==> src/wlie_pkg.sv <==
// Purpose: Shared constants and types of the word-load execute block.
// Assumes: Instruction and data words are 32 bits, big-endian numbered.
// Notes: Field positions are little-endian indices of the bus vectors.
package wlie_pkg;

  // ==========================================================
  // Widths
  localparam int WORD_W = 32;
  localparam int SEL_W = 5;
  localparam int TBC_W = 7;
  localparam int DISP_W = 16;
  localparam int XO_W = 10;
  localparam int PRI_W = 6;

  // ==========================================================
  // Instruction field positions (lowest bit of each field).
  localparam int POS_PRI = 26;
  localparam int POS_RD = 21;
  localparam int POS_RA = 16;
  localparam int POS_RB = 11;
  localparam int POS_XO = 1;
  localparam int POS_DISP = 0;

  // ==========================================================
  // Primary and extended opcodes.
  localparam logic [PRI_W-1:0] PRI_XFORM = 6'h1F;
  localparam logic [PRI_W-1:0] PRI_LOAD = 6'h20;
  localparam logic [PRI_W-1:0] PRI_LOAD_UPD = 6'h21;
  localparam logic [XO_W-1:0] XO_RESERVE = 10'h014;
  localparam logic [XO_W-1:0] XO_INDEXED = 10'h017;
  localparam logic [XO_W-1:0] XO_INDEXED_UPD = 10'h037;
  localparam logic [XO_W-1:0] XO_STRING = 10'h215;
  localparam logic [XO_W-1:0] XO_BYTE_REV = 10'h216;

  // ==========================================================
  // Reset values.
  localparam logic RESERVE_RST = 1'b0;
  localparam logic [WORD_W-1:0] WORD_RST = 32'h0000_0000;
  localparam logic [SEL_W-1:0] SEL_RST = 5'h00;

  // ==========================================================
  // Decoded operations and sequencer states.
  typedef enum logic [2:0] {
    OP_NONE = 3'h0,
    OP_RESERVE = 3'h1,
    OP_BYTE_REV = 3'h2,
    OP_LOAD = 3'h3,
    OP_LOAD_UPD = 3'h4,
    OP_INDEXED_UPD = 3'h5,
    OP_INDEXED = 3'h6,
    OP_STRING = 3'h7
  } wlie_op_e;

  typedef enum logic [1:0] {
    ST_IDLE = 2'b00,
    ST_ACCESS = 2'b01
  } wlie_state_e;

endpackage

==> src/wlie_dec_if.sv <==
// Purpose: Carries a raw instruction and its decoded fields.
// Assumes: Decoder is purely combinational.
// Notes: The execute unit drives the word, the decoder the fields.
`timescale 1ns/1ps
interface wlie_dec_if;
  import wlie_pkg::*;

  // ==========================================================
  // Decoded instruction bundle.
  logic [WORD_W-1:0] instr;
  wlie_op_e op;
  logic [SEL_W-1:0] dest_sel;
  logic [SEL_W-1:0] base_register_field;
  logic [SEL_W-1:0] index_register_field;
  logic [WORD_W-1:0] disp_ext;
  logic base_zero;
  logic indexed;
  logic update;

  modport decoder (
    input instr,
    output op, dest_sel, base_register_field, index_register_field,
    output disp_ext, base_zero, indexed, update
  );
  modport exec (
    output instr,
    input op, dest_sel, base_register_field, index_register_field,
    input disp_ext, base_zero, indexed, update
  );
endinterface

==> src/wlie_exec.sv <==
// Purpose: Executes the word-load group against the data cache.
// Assumes: Register file reads are combinational on the select outputs.
// Notes: One load in flight; the string load only gets its fault tail.
`timescale 1ns/1ps
module wlie_exec
  import wlie_pkg::*;
(
  input wire logic clock,
  input wire logic rst_b,
  input wire logic instr_valid,
  input wire logic [WORD_W-1:0] instr,
  output logic instr_ready,
  output logic [SEL_W-1:0] base_read_sel,
  output logic [SEL_W-1:0] index_read_sel,
  input wire logic [WORD_W-1:0] base_value,
  input wire logic [WORD_W-1:0] index_value,
  input wire logic [TBC_W-1:0] string_byte_count,
  input wire logic user_mode,
  input wire logic data_xlate_en,
  input wire logic reservation_clear,
  output logic mem_req,
  output logic [WORD_W-1:0] mem_addr,
  input wire logic mem_ack,
  input wire logic [WORD_W-1:0] mem_rdata,
  input wire logic mem_tlb_miss,
  input wire logic mem_zone_deny,
  input wire logic mem_bus_err,
  output logic dest_we,
  output logic [SEL_W-1:0] dest_sel,
  output logic [WORD_W-1:0] dest_data,
  output logic base_we,
  output logic [SEL_W-1:0] base_sel,
  output logic [WORD_W-1:0] base_data,
  output logic reservation,
  output logic string_drop_base,
  output logic exc_align,
  output logic exc_storage,
  output logic exc_tlb_miss,
  output logic exc_mcheck,
  output logic done
);

  // ==========================================================
  // Helpers

  // Base plus offset, wrapping at the word width.
  function automatic logic [WORD_W-1:0] ea_sum(
    input logic [WORD_W-1:0] b,
    input logic [WORD_W-1:0] o
  );
    ea_sum = b + o;
  endfunction

  // Memory byte 0 sits in bits 31:24 of the bus word.
  function automatic logic [WORD_W-1:0] byte_rev(
    input logic [WORD_W-1:0] w
  );
    byte_rev = {w[7:0], w[15:8], w[23:16], w[31:24]};
  endfunction

  // ==========================================================
  // Decode

  wlie_dec_if dec ();
  assign dec.instr = instr;

  wlie_decode u_decode (
    .dec(dec)
  );

  // ==========================================================
  // Address formation

  wlie_state_e state;
  wlie_state_e next_state;
  logic [WORD_W-1:0] base_pick;
  logic [WORD_W-1:0] offset_pick;
  logic [WORD_W-1:0] effective_address;
  logic take;
  logic misaligned;

  // Register file selects follow the raw instruction directly.
  assign base_read_sel = dec.base_register_field;
  assign index_read_sel = dec.index_register_field;

  // Zero base only for the non-update forms.
  assign base_pick = dec.base_zero ? WORD_RST : base_value;
  // Index register or sign-extended displacement.
  assign offset_pick = dec.indexed ? index_value : dec.disp_ext;
  assign effective_address = ea_sum(base_pick, offset_pick);

  assign instr_ready = (state == ST_IDLE);
  assign take = instr_valid && instr_ready;
  // Only the reserving load checks word alignment.
  assign misaligned = (dec.op == OP_RESERVE) &&
                      (effective_address[1:0] != 2'b00);

  // ==========================================================
  // Sequencer: an unaligned reserving load and unknown opcodes never
  // reach the cache, so a faulting access is not half started.

  always_comb begin
    next_state = state;
    case (state)
      ST_IDLE: begin
        if (take && dec.op != OP_NONE && !misaligned) begin
          next_state = ST_ACCESS;
        end
      end
      ST_ACCESS: begin
        if (mem_ack) begin
          next_state = ST_IDLE;
        end
      end
      default: next_state = ST_IDLE;
    endcase
  end

  always_ff @(posedge clock or negedge rst_b) begin
    if (!rst_b) begin
      state <= ST_IDLE;
    end else begin
      state <= next_state;
    end
  end

  assign mem_req = (state == ST_ACCESS);

  // ==========================================================
  // Captured operation context.

  wlie_op_e op_q;
  logic [TBC_W-1:0] tbc_q;

  always_ff @(posedge clock or negedge rst_b) begin
    if (!rst_b) begin
      op_q <= OP_NONE;
      tbc_q <= '0;
      mem_addr <= WORD_RST;
      dest_sel <= SEL_RST;
      base_sel <= SEL_RST;
    end else if (take) begin
      op_q <= dec.op;
      tbc_q <= string_byte_count;
      mem_addr <= effective_address;
      dest_sel <= dec.dest_sel;
      base_sel <= dec.base_register_field;
    end
  end

  // String base overlap: the base lies among the destination registers
  // that the byte count would fill, wrapping past register 31. The
  // string mover uses this to drop those bytes; no trap follows.
  logic [SEL_W-1:0] str_dist;
  logic [TBC_W:0] str_sum;
  logic [TBC_W-1:0] str_regs;

  always_comb begin
    str_dist = dec.base_register_field - dec.dest_sel;
    // A spare top bit keeps counts near the maximum from wrapping to zero.
    str_sum = {1'b0, string_byte_count} + 8'h03;
    str_regs = {1'b0, str_sum[TBC_W:2]};
  end

  always_ff @(posedge clock or negedge rst_b) begin
    if (!rst_b) begin
      string_drop_base <= 1'b0;
    end else if (take) begin
      string_drop_base <= (dec.op == OP_STRING) &&
                          ({2'b00, str_dist} < str_regs);
    end
  end

  // ==========================================================
  // Fault selection at the cache answer. A TLB miss outranks zone
  // denial, which outranks a bus error, so one fault is reported.

  logic ack_now;
  logic str_zero;
  logic f_tlb;
  logic f_zone;
  logic f_bus;
  logic fault;

  assign ack_now = mem_req && mem_ack;
  assign str_zero = (op_q == OP_STRING) && (tbc_q == '0);

  always_comb begin
    // Translation faults are suppressed for an empty string.
    f_tlb = data_xlate_en && mem_tlb_miss && !str_zero;
    f_zone = user_mode && data_xlate_en && mem_zone_deny &&
             !str_zero && !f_tlb;
    // A fill bus error still traps, even for an empty string.
    f_bus = mem_bus_err && !f_tlb && !f_zone;
    fault = f_tlb || f_zone || f_bus;
  end

  always_ff @(posedge clock or negedge rst_b) begin
    if (!rst_b) begin
      exc_align <= 1'b0;
      exc_storage <= 1'b0;
      exc_tlb_miss <= 1'b0;
      exc_mcheck <= 1'b0;
      done <= 1'b0;
    end else begin
      exc_align <= take && misaligned;
      exc_storage <= ack_now && f_zone;
      exc_tlb_miss <= ack_now && f_tlb;
      exc_mcheck <= ack_now && f_bus;
      done <= ack_now || (take && (misaligned || dec.op == OP_NONE));
    end
  end

  // ==========================================================
  // Write-back. The string load never writes here; its byte moves
  // belong to the string sequencer, so an empty count writes nothing here either.
  // Update forms with base equal to destination or zero write both
  // ports anyway; the register file outcome is left undefined.

  logic load_ok;
  assign load_ok = ack_now && !fault && (op_q != OP_STRING);

  always_ff @(posedge clock or negedge rst_b) begin
    if (!rst_b) begin
      dest_we <= 1'b0;
      dest_data <= WORD_RST;
    end else begin
      dest_we <= load_ok;
      if (load_ok) begin
        if (op_q == OP_BYTE_REV) begin
          dest_data <= byte_rev(mem_rdata);
        end else begin
          dest_data <= mem_rdata;
        end
      end
    end
  end

  always_ff @(posedge clock or negedge rst_b) begin
    if (!rst_b) begin
      base_we <= 1'b0;
      base_data <= WORD_RST;
    end else begin
      // No check of base against destination or zero.
      base_we <= load_ok && (op_q == OP_LOAD_UPD ||
                             op_q == OP_INDEXED_UPD);
      base_data <= mem_addr;
    end
  end

  // ==========================================================
  // Reservation bit: a completed reserving load sets it. Set wins
  // over a clear arriving in the same cycle, so the pairing store in
  // the software retry loop sees the newest reservation.

  always_ff @(posedge clock or negedge rst_b) begin
    if (!rst_b) begin
      reservation <= RESERVE_RST;
    end else if (load_ok && op_q == OP_RESERVE) begin
      reservation <= 1'b1;
    end else if (reservation_clear) begin
      reservation <= 1'b0;
    end
  end
endmodule

==> src/wlie_decode.sv <==
// Purpose: Decodes the word-load group from a 32-bit instruction.
// Assumes: Bit 0 of the architecture is vector bit 31.
// Notes: Reserved bits are never inspected, so they cannot trap.
`timescale 1ns/1ps
module wlie_decode
  import wlie_pkg::*;
(
  wlie_dec_if.decoder dec
);

  logic [PRI_W-1:0] pri;
  logic [XO_W-1:0] xo;

  // ==========================================================
  // Field extraction.
  assign pri = dec.instr[POS_PRI +: PRI_W];
  assign xo = dec.instr[POS_XO +: XO_W];
  assign dec.dest_sel = dec.instr[POS_RD +: SEL_W];
  assign dec.base_register_field = dec.instr[POS_RA +: SEL_W];
  assign dec.index_register_field = dec.instr[POS_RB +: SEL_W];
  // Sign-extend the displacement to a full word.
  assign dec.disp_ext = {{(WORD_W-DISP_W){dec.instr[DISP_W-1]}},
                         dec.instr[POS_DISP +: DISP_W]};

  // Opcode match; the low reserved bit is left out on purpose.
  always_comb begin
    dec.op = OP_NONE;
    if (pri == PRI_LOAD) begin
      dec.op = OP_LOAD;
    end else if (pri == PRI_LOAD_UPD) begin
      dec.op = OP_LOAD_UPD;
    end else if (pri == PRI_XFORM) begin
      case (xo)
        XO_RESERVE: dec.op = OP_RESERVE;
        XO_BYTE_REV: dec.op = OP_BYTE_REV;
        XO_INDEXED_UPD: dec.op = OP_INDEXED_UPD;
        XO_INDEXED: dec.op = OP_INDEXED;
        XO_STRING: dec.op = OP_STRING;
        default: dec.op = OP_NONE;
      endcase
    end
  end

  // Addressing form flags.
  always_comb begin
    dec.indexed = (dec.op != OP_LOAD) && (dec.op != OP_LOAD_UPD);
    dec.update = (dec.op == OP_LOAD_UPD) || (dec.op == OP_INDEXED_UPD);
    // Update forms read the base register even when its field is zero.
    dec.base_zero = !dec.update &&
                    (dec.base_register_field == SEL_RST);
  end

endmodule

==> config.mk <==
export PLATFORM = sky130hd
export DESIGN_NAME = wlie_exec
export DESIGN_NICKNAME = d
export VERILOG_FILES = /design/src/wlie_pkg.sv /design/src/wlie_dec_if.sv /design/src/wlie_exec.sv /design/src/wlie_decode.sv
export SDC_FILE = /design/constraint.sdc
export NUM_CORES = 1
export LEC_CHECK = 0
export BUFFER_PORTS_ARGS = -buffer_cell sky130_fd_sc_hd__buf_2
export CORE_ASPECT_RATIO = 1.25
export CORE_MARGIN = 5
export CORE_UTILIZATION = 51
export DETAILED_ROUTE_END_ITERATION = 8
export GPL_TIMING_DRIVEN = 1
export PLACE_DENSITY_LB_ADDON = 0.25
export SLEW_MARGIN = 20
export SYNTH_ARGS = -nofsm -noshare
export SYNTH_HDL_FRONTEND = slang
export SYNTH_HIERARCHICAL = 1
export SYNTH_SLANG_ARGS = --single-unit
==> constraint.sdc <==
create_clock -name clock -period 2.5 [get_ports clock]
set_input_delay 0.5 -clock clock [delete_from_list [all_inputs] [get_ports clock]]
set_output_delay 0.5 -clock clock [all_outputs]
set_load 0.05 [all_outputs]
Yosys cells after proc, flatten, opt, wreduce, memory -nomap -nowiden
Index checks and enable logic that the tools add are counted.
{"block": "totals", "register_bits": 127, "latch_bits": 0, "ram_bits": 0, "rom_bits": 0, "in_bits": 145, "out_inout_bits": 127, "elab_cells": 102, "memories": 0}
{"block": "op_classes", "add_sub_neg": 3, "n_mul": 0, "n_div": 0, "n_lt_le_gt_ge": 1, "n_eq_ne": 23, "shift": 0, "muxes": 12, "bitwise": 0, "reduce_logical": 46}
{"operator": "32-bit two-way mux", "n": 3}
{"operator": "32-bit adder", "n": 1}
{"operator": "1-bit logical AND", "n": 26}
{"operator": "10-bit == test, second input constant", "n": 2}
{"operator": "10-bit by 5-bit == test with 1-bit output, second input constant", "n": 2}
{"operator": "3-bit == test, second input constant", "n": 6}
{"operator": "3-bit case mux with 5 select lines", "n": 1}
{"operator": "6-bit == test, second input constant", "n": 2}
{"operator": "10-bit by 6-bit == test with 1-bit output, second input constant", "n": 1}
{"operator": "3-bit two-way mux", "n": 3}
{"operator": "7-bit by 2-bit adder with 8-bit output, second input constant", "n": 1}
{"operator": "7-bit logical NOT", "n": 1}
{"operator": "3-bit by 1-bit == test with 1-bit output, second input constant", "n": 2}
{"operator": "6-bit by 5-bit == test with 1-bit output, second input constant", "n": 1}
{"operator": "1-bit logical NOT", "n": 6}
{"operator": "1-bit logical OR", "n": 6}
{"operator": "5-bit by 6-bit less-than comparator with 1-bit output", "n": 1}
{"operator": "3-bit != test, second input constant", "n": 2}
{"operator": "5-bit logical NOT", "n": 1}
{"operator": "5-bit subtractor", "n": 1}
{"operator": "2-bit two-way mux", "n": 2}
{"operator": "2-bit by 1-bit != test with 1-bit output, second input constant", "n": 2}
{"operator": "2-bit case mux with 2 select lines", "n": 1}
{"operator": "2-bit nonzero test", "n": 2}
{"operator": "8 further kinds", "n": 9}

Depth between registers and ports, before layout
{"block": "depth", "word_depth": 17, "ltp_mapped": 17}

Cells and area by module
The synthesis kept the hierarchy.
{"mod": "wlie_exec", "instances": 1, "cells_each": 760, "area_each_um2": 7196.9}
{"mod": "wlie_decode", "instances": 1, "cells_each": 76, "area_each_um2": 540.5}

Worst setup path after synthesis
No wires, ideal clock.
{"block": "synth_path", "kind": "input-to-reg", "from": "input port instr[8]", "to": "register mem_addr[28]", "t_arrival_ns": 4.569, "required_time_ns": 2.431, "setup_slack_ns": -2.138, "path_stages": 17, "path_cell_list": "or4b_4 > or4_4 > or4_1 > and4b_1 > clkbuf_1 > nor2b_1 > ha_1 > inv_1 > fa_1 > nor2b_1 > o211ai_1 > a31oi_1 > a32o_2 > a21o_1 > a221oi_4 > or4_1 > nand3_1"}
{"block": "synth_via", "elab_chain_len": 11, "word_cells_on_any_way": 20, "cone_classes": "add/sub (1); eq/ne (9); mux (6); reduce/logical (4)"}
{"item": "start: declaration", "line_no": "wlie_exec.sv:11", "source": "input wire logic [WORD_W-1:0] instr,"}
{"item": "10-bit == test (tied with other cells)", "line_no": "wlie_decode.sv:33", "source": "case (xo)"}
{"item": "3-bit case mux with 5 select lines *", "line_no": "wlie_decode.sv:33"}
{"item": "3-bit two-way mux *", "line_no": "wlie_decode.sv:32", "source": "end else if (pri == PRI_XFORM) begin"}
{"item": "3-bit two-way mux *", "line_no": "wlie_decode.sv:30", "source": "end else if (pri == PRI_LOAD_UPD) begin"}
{"item": "3-bit two-way mux *", "line_no": "wlie_decode.sv:28", "source": "if (pri == PRI_LOAD) begin"}
{"item": "3-bit == test", "line_no": "wlie_decode.sv:47", "source": "dec.update = (dec.op == OP_LOAD_UPD) || (dec.op == OP_INDEXED_UPD);"}
{"item": "1-bit logical OR *", "line_no": "wlie_decode.sv:47"}
{"item": "1-bit logical NOT *", "line_no": "wlie_decode.sv:49", "source": "dec.base_zero = !dec.update &&"}
{"item": "1-bit logical AND *", "line_no": "wlie_decode.sv:49"}
{"item": "via dec.base_zero", "line_no": "wlie_dec_if.sv:16", "source": "logic base_zero;"}
{"item": "32-bit two-way mux *", "line_no": "wlie_exec.sv:87", "source": "assign base_pick = dec.base_zero ? WORD_RST : base_value;"}
{"item": "32-bit adder *", "line_no": "wlie_exec.sv:51", "source": "ea_sum = b + o;"}
{"item": "end signal: assignment", "line_no": "wlie_exec.sv:145", "source": "mem_addr <= effective_address;"}
{"item": "end: declaration", "line_no": "wlie_exec.sv:22", "source": "output logic [WORD_W-1:0] mem_addr,"}
Mark *: on every way through the listed nets, which the timed path passes. The rest lies on a longest branch.
A chain may end at the register's enable or synchronous reset.

Worst setup path after layout
{"block": "layout_path", "from": "input port instr[8]", "to": "register mem_addr[26]"}
The elaborated chain is that of the path after synthesis.

==> summary.md <==
| Metric | Value |
|---|---|
| Pin count of the biggest net entering global routing | 65 |
| Ys Warns | 6 |
| Worst EP arrival | between 4000 and 5000 ps |
| Maximum clock frequency | 231 MHz |
| Worst Skew | 9.35 ps |
| Post-Syn Area | ~7700 µm² |
| Initial antenna violation count | 1 |
| I/O Pins | roughly 270 |
| Syn avg cell area | 9.26 µm² |
| Core Util, Final | between 70% and 80% |
| Die height | ~150 µm |
| Total GRT Usage | about a quarter |
| Period minus WS final | ~4300 ps |
| Worst IR drop on VDD | around 0.55 mV |
| H-tree levels | 4 |
| Vias per cell | 5.50 |
| Worst EP required | about 2800 ps |
| Sink Count | approximately 130 |
| Post-DRT Antenna Nets | 0 |
| CTS Buf Count | 17 |
| Routed WL per cell | 18.3 µm |
| Setup TNS | -45100 ps |
| Critical path capture point type | flip-flop |
| Placed cell count | 1331 |
| CTS clk-pin slew, worst paths | around 60 ps |
| DR DRC count | 0 |
| Die X | 120 µm |
| Fillcell total | slightly above 1000 |
| Rows | 50 |
| RSZ-0062 raised after global routing | true |
| Vias after detailed routing | just under 8000 |
| Pre-CTS setup slack | -2300 ps |
| Die ar. | around 18000 µm² |
| Setup violators final | 35 |
| Final hold vios | 0 |
| Initial Utilization | between 50% and 60% |
| Leakage | 5.72 nW |
| CTS max path bufs | 2 |
| PnR worst setup slack | -1840 ps |
| DR pass1 iterations | 5 |
| Startpoint Class | input pin |
| Pwr/cell area | 784 nW/µm² |
| Number of global-route vias before repair | between 7000 and 8000 |
| Post-Route WL | 25600 µm |
| Global-route wire length before repair | 37500 µm |
| PortBufs | approximately 270 |
| Hold buffer count at cts | 0 |
| CTS tree | done |
| Layout cells sized above 1 | between 50% and 60% |
| Clk_lat worst skew | between 400 and 500 ps |
| Failing checks | setup timing |
| CP Max Fanout | 4 |
| Worst Hold Class | in2async |
| Syn_nets | roughly 1000 |
| Outcome | finished with violations |
| GPL Wtd Cong | approximately 0.94 |
| Worst-Margin Slew | between 600 and 700 ps |
| Clk Tree Root Cell | clkbuf_16 |
| Total grt overflow | 0 |
| Post-Layout Cell Count | 1400 |
| Syn-to-layout area delta | 47.2% |
| CP Class | in2reg |
| 1st-iter DRT viols | 388 |
| Core area | about 15000 µm² |
| Slew Limit Headroom | between 50% and 60% |
| Mapped Cells | 835 |
| Final Cycle Share | 173% |
| Total Nets Final | roughly 1400 |
| Max Slew Vio Count | 0 |
| Detail Placement HPWL | between 15000 and 20000 µm |
| Maximum capacitance violations | 0 |
[cell type report]
type | count | area, µm² | area share, %
Antenna cell | 1 | 2.50 | 0.0220
Clock buffer | 18 | 429 | 3.77
Clock inverter | 14 | 160 | 1.41
Inverter | 27 | 101 | 0.890
Multi-Input combinational cell | 597 | 4590 | 40.3
Sequential cell | 126 | 3150 | 27.7
Tap cell | 182 | 228 | 2.00
Timing Repair Buffer | 435 | 2720 | 23.9
[power by group]
part	leakage [nW]	switching [W]	internal, W
sequential	1.57	0.000235	0.00245
combinational	3.87	0.00257	0.00119
clock	0.280	0.000996	0.00149
[cells in the final DEF (no fill, tap or decap), types with 21 or more instances in the layout]
cell type / n
a21o_1: 21
a21oi_1: 46
buf_2: 269
buf_4: 144
dfrtp_1: 126
ha_1: 24
inv_1: 26
mux2_2: 30
mux2i_1: 35
nand2_1: 105
nor2_1: 47
o21ai_1: 31
[worst paths after layout]
check | end | slack (ps) | start | depth (start not counted)
setup reg to reg | dest_data[10]$_DFFE_PN0P_ | 330 | tbc_q[1]$_DFFE_PN0P_ | 8
hold reg to reg | base_data[7]$_DFF_PN0_ | 400 | mem_addr[7]$_DFFE_PN0P_ | 0
hold / removal | dest_data[22]$_DFFE_PN0P_ | 100 | rst_b | 1
min in group clock | exc_storage$_DFF_PN0_ | 260 | mem_tlb_miss | 2
setup / recovery | mem_addr[26]$_DFFE_PN0P_ | -1840 | instr[8] | 16
max in group asynchronous | mem_addr[3]$_DFFE_PN0P_ | 1620 | rst_b | 2
[critical path: stages]
cell and delay [ps]:
buf_6 90, or4b_4 550, or4_4 500, or4_4 430, and4b_4 230, buf_12 140, nor2b_4 120, ha_4 210
and2_4 170, and3_4 200, a221o_1 340, a32o_2 300, a21o_1 240, a221oi_4 350, xor2_1 180, o21ai_1 70
[metrics by stage]
step	hold slack [ps]	power, W	cell area [µm²]
floorplan	204	0.00506	7810
global placement	382	0.00607	9880
detailed placement	381	0.00613	9880
CTS	105	0.00876	10900
global route	133	0.00931	11400
finish	98.8	0.00893	11400
[metal layers]
layer  wire length [µm]  GRT usage (%)
met1               9570           28.7
met4                843           10.6
met5                 13              0
met3               1680           5.70
met2              13500           49.6
[flip-flops by register name, indices dropped and copies added (netlist names)]
| register | cells |
|---|---|
| exc_align | 1 |
| exc_storage | 1 |
| string_drop_base | 1 |
| reservation | 1 |
| dest_we | 1 |
| op_q | 3 |
| base_sel | 5 |
| dest_sel | 5 |
| dest_data | 32 |
| tbc_q | 7 |
| done | 1 |
| base_data | 32 |
| exc_mcheck | 1 |
| base_we | 1 |
| mem_addr | 32 |
| exc_tlb_miss | 1 |
| state | 1 |
[timing repair]
action / in CTS / in global routing
gates resized for setup: 68 / 79
cloned: 2 / 0
pin swaps: 43 / 58
setup buffers: 21 / 19
endpoints found under the setup margin: 35 / 35
Note: power is estimated with default switching activity, not from simulation.
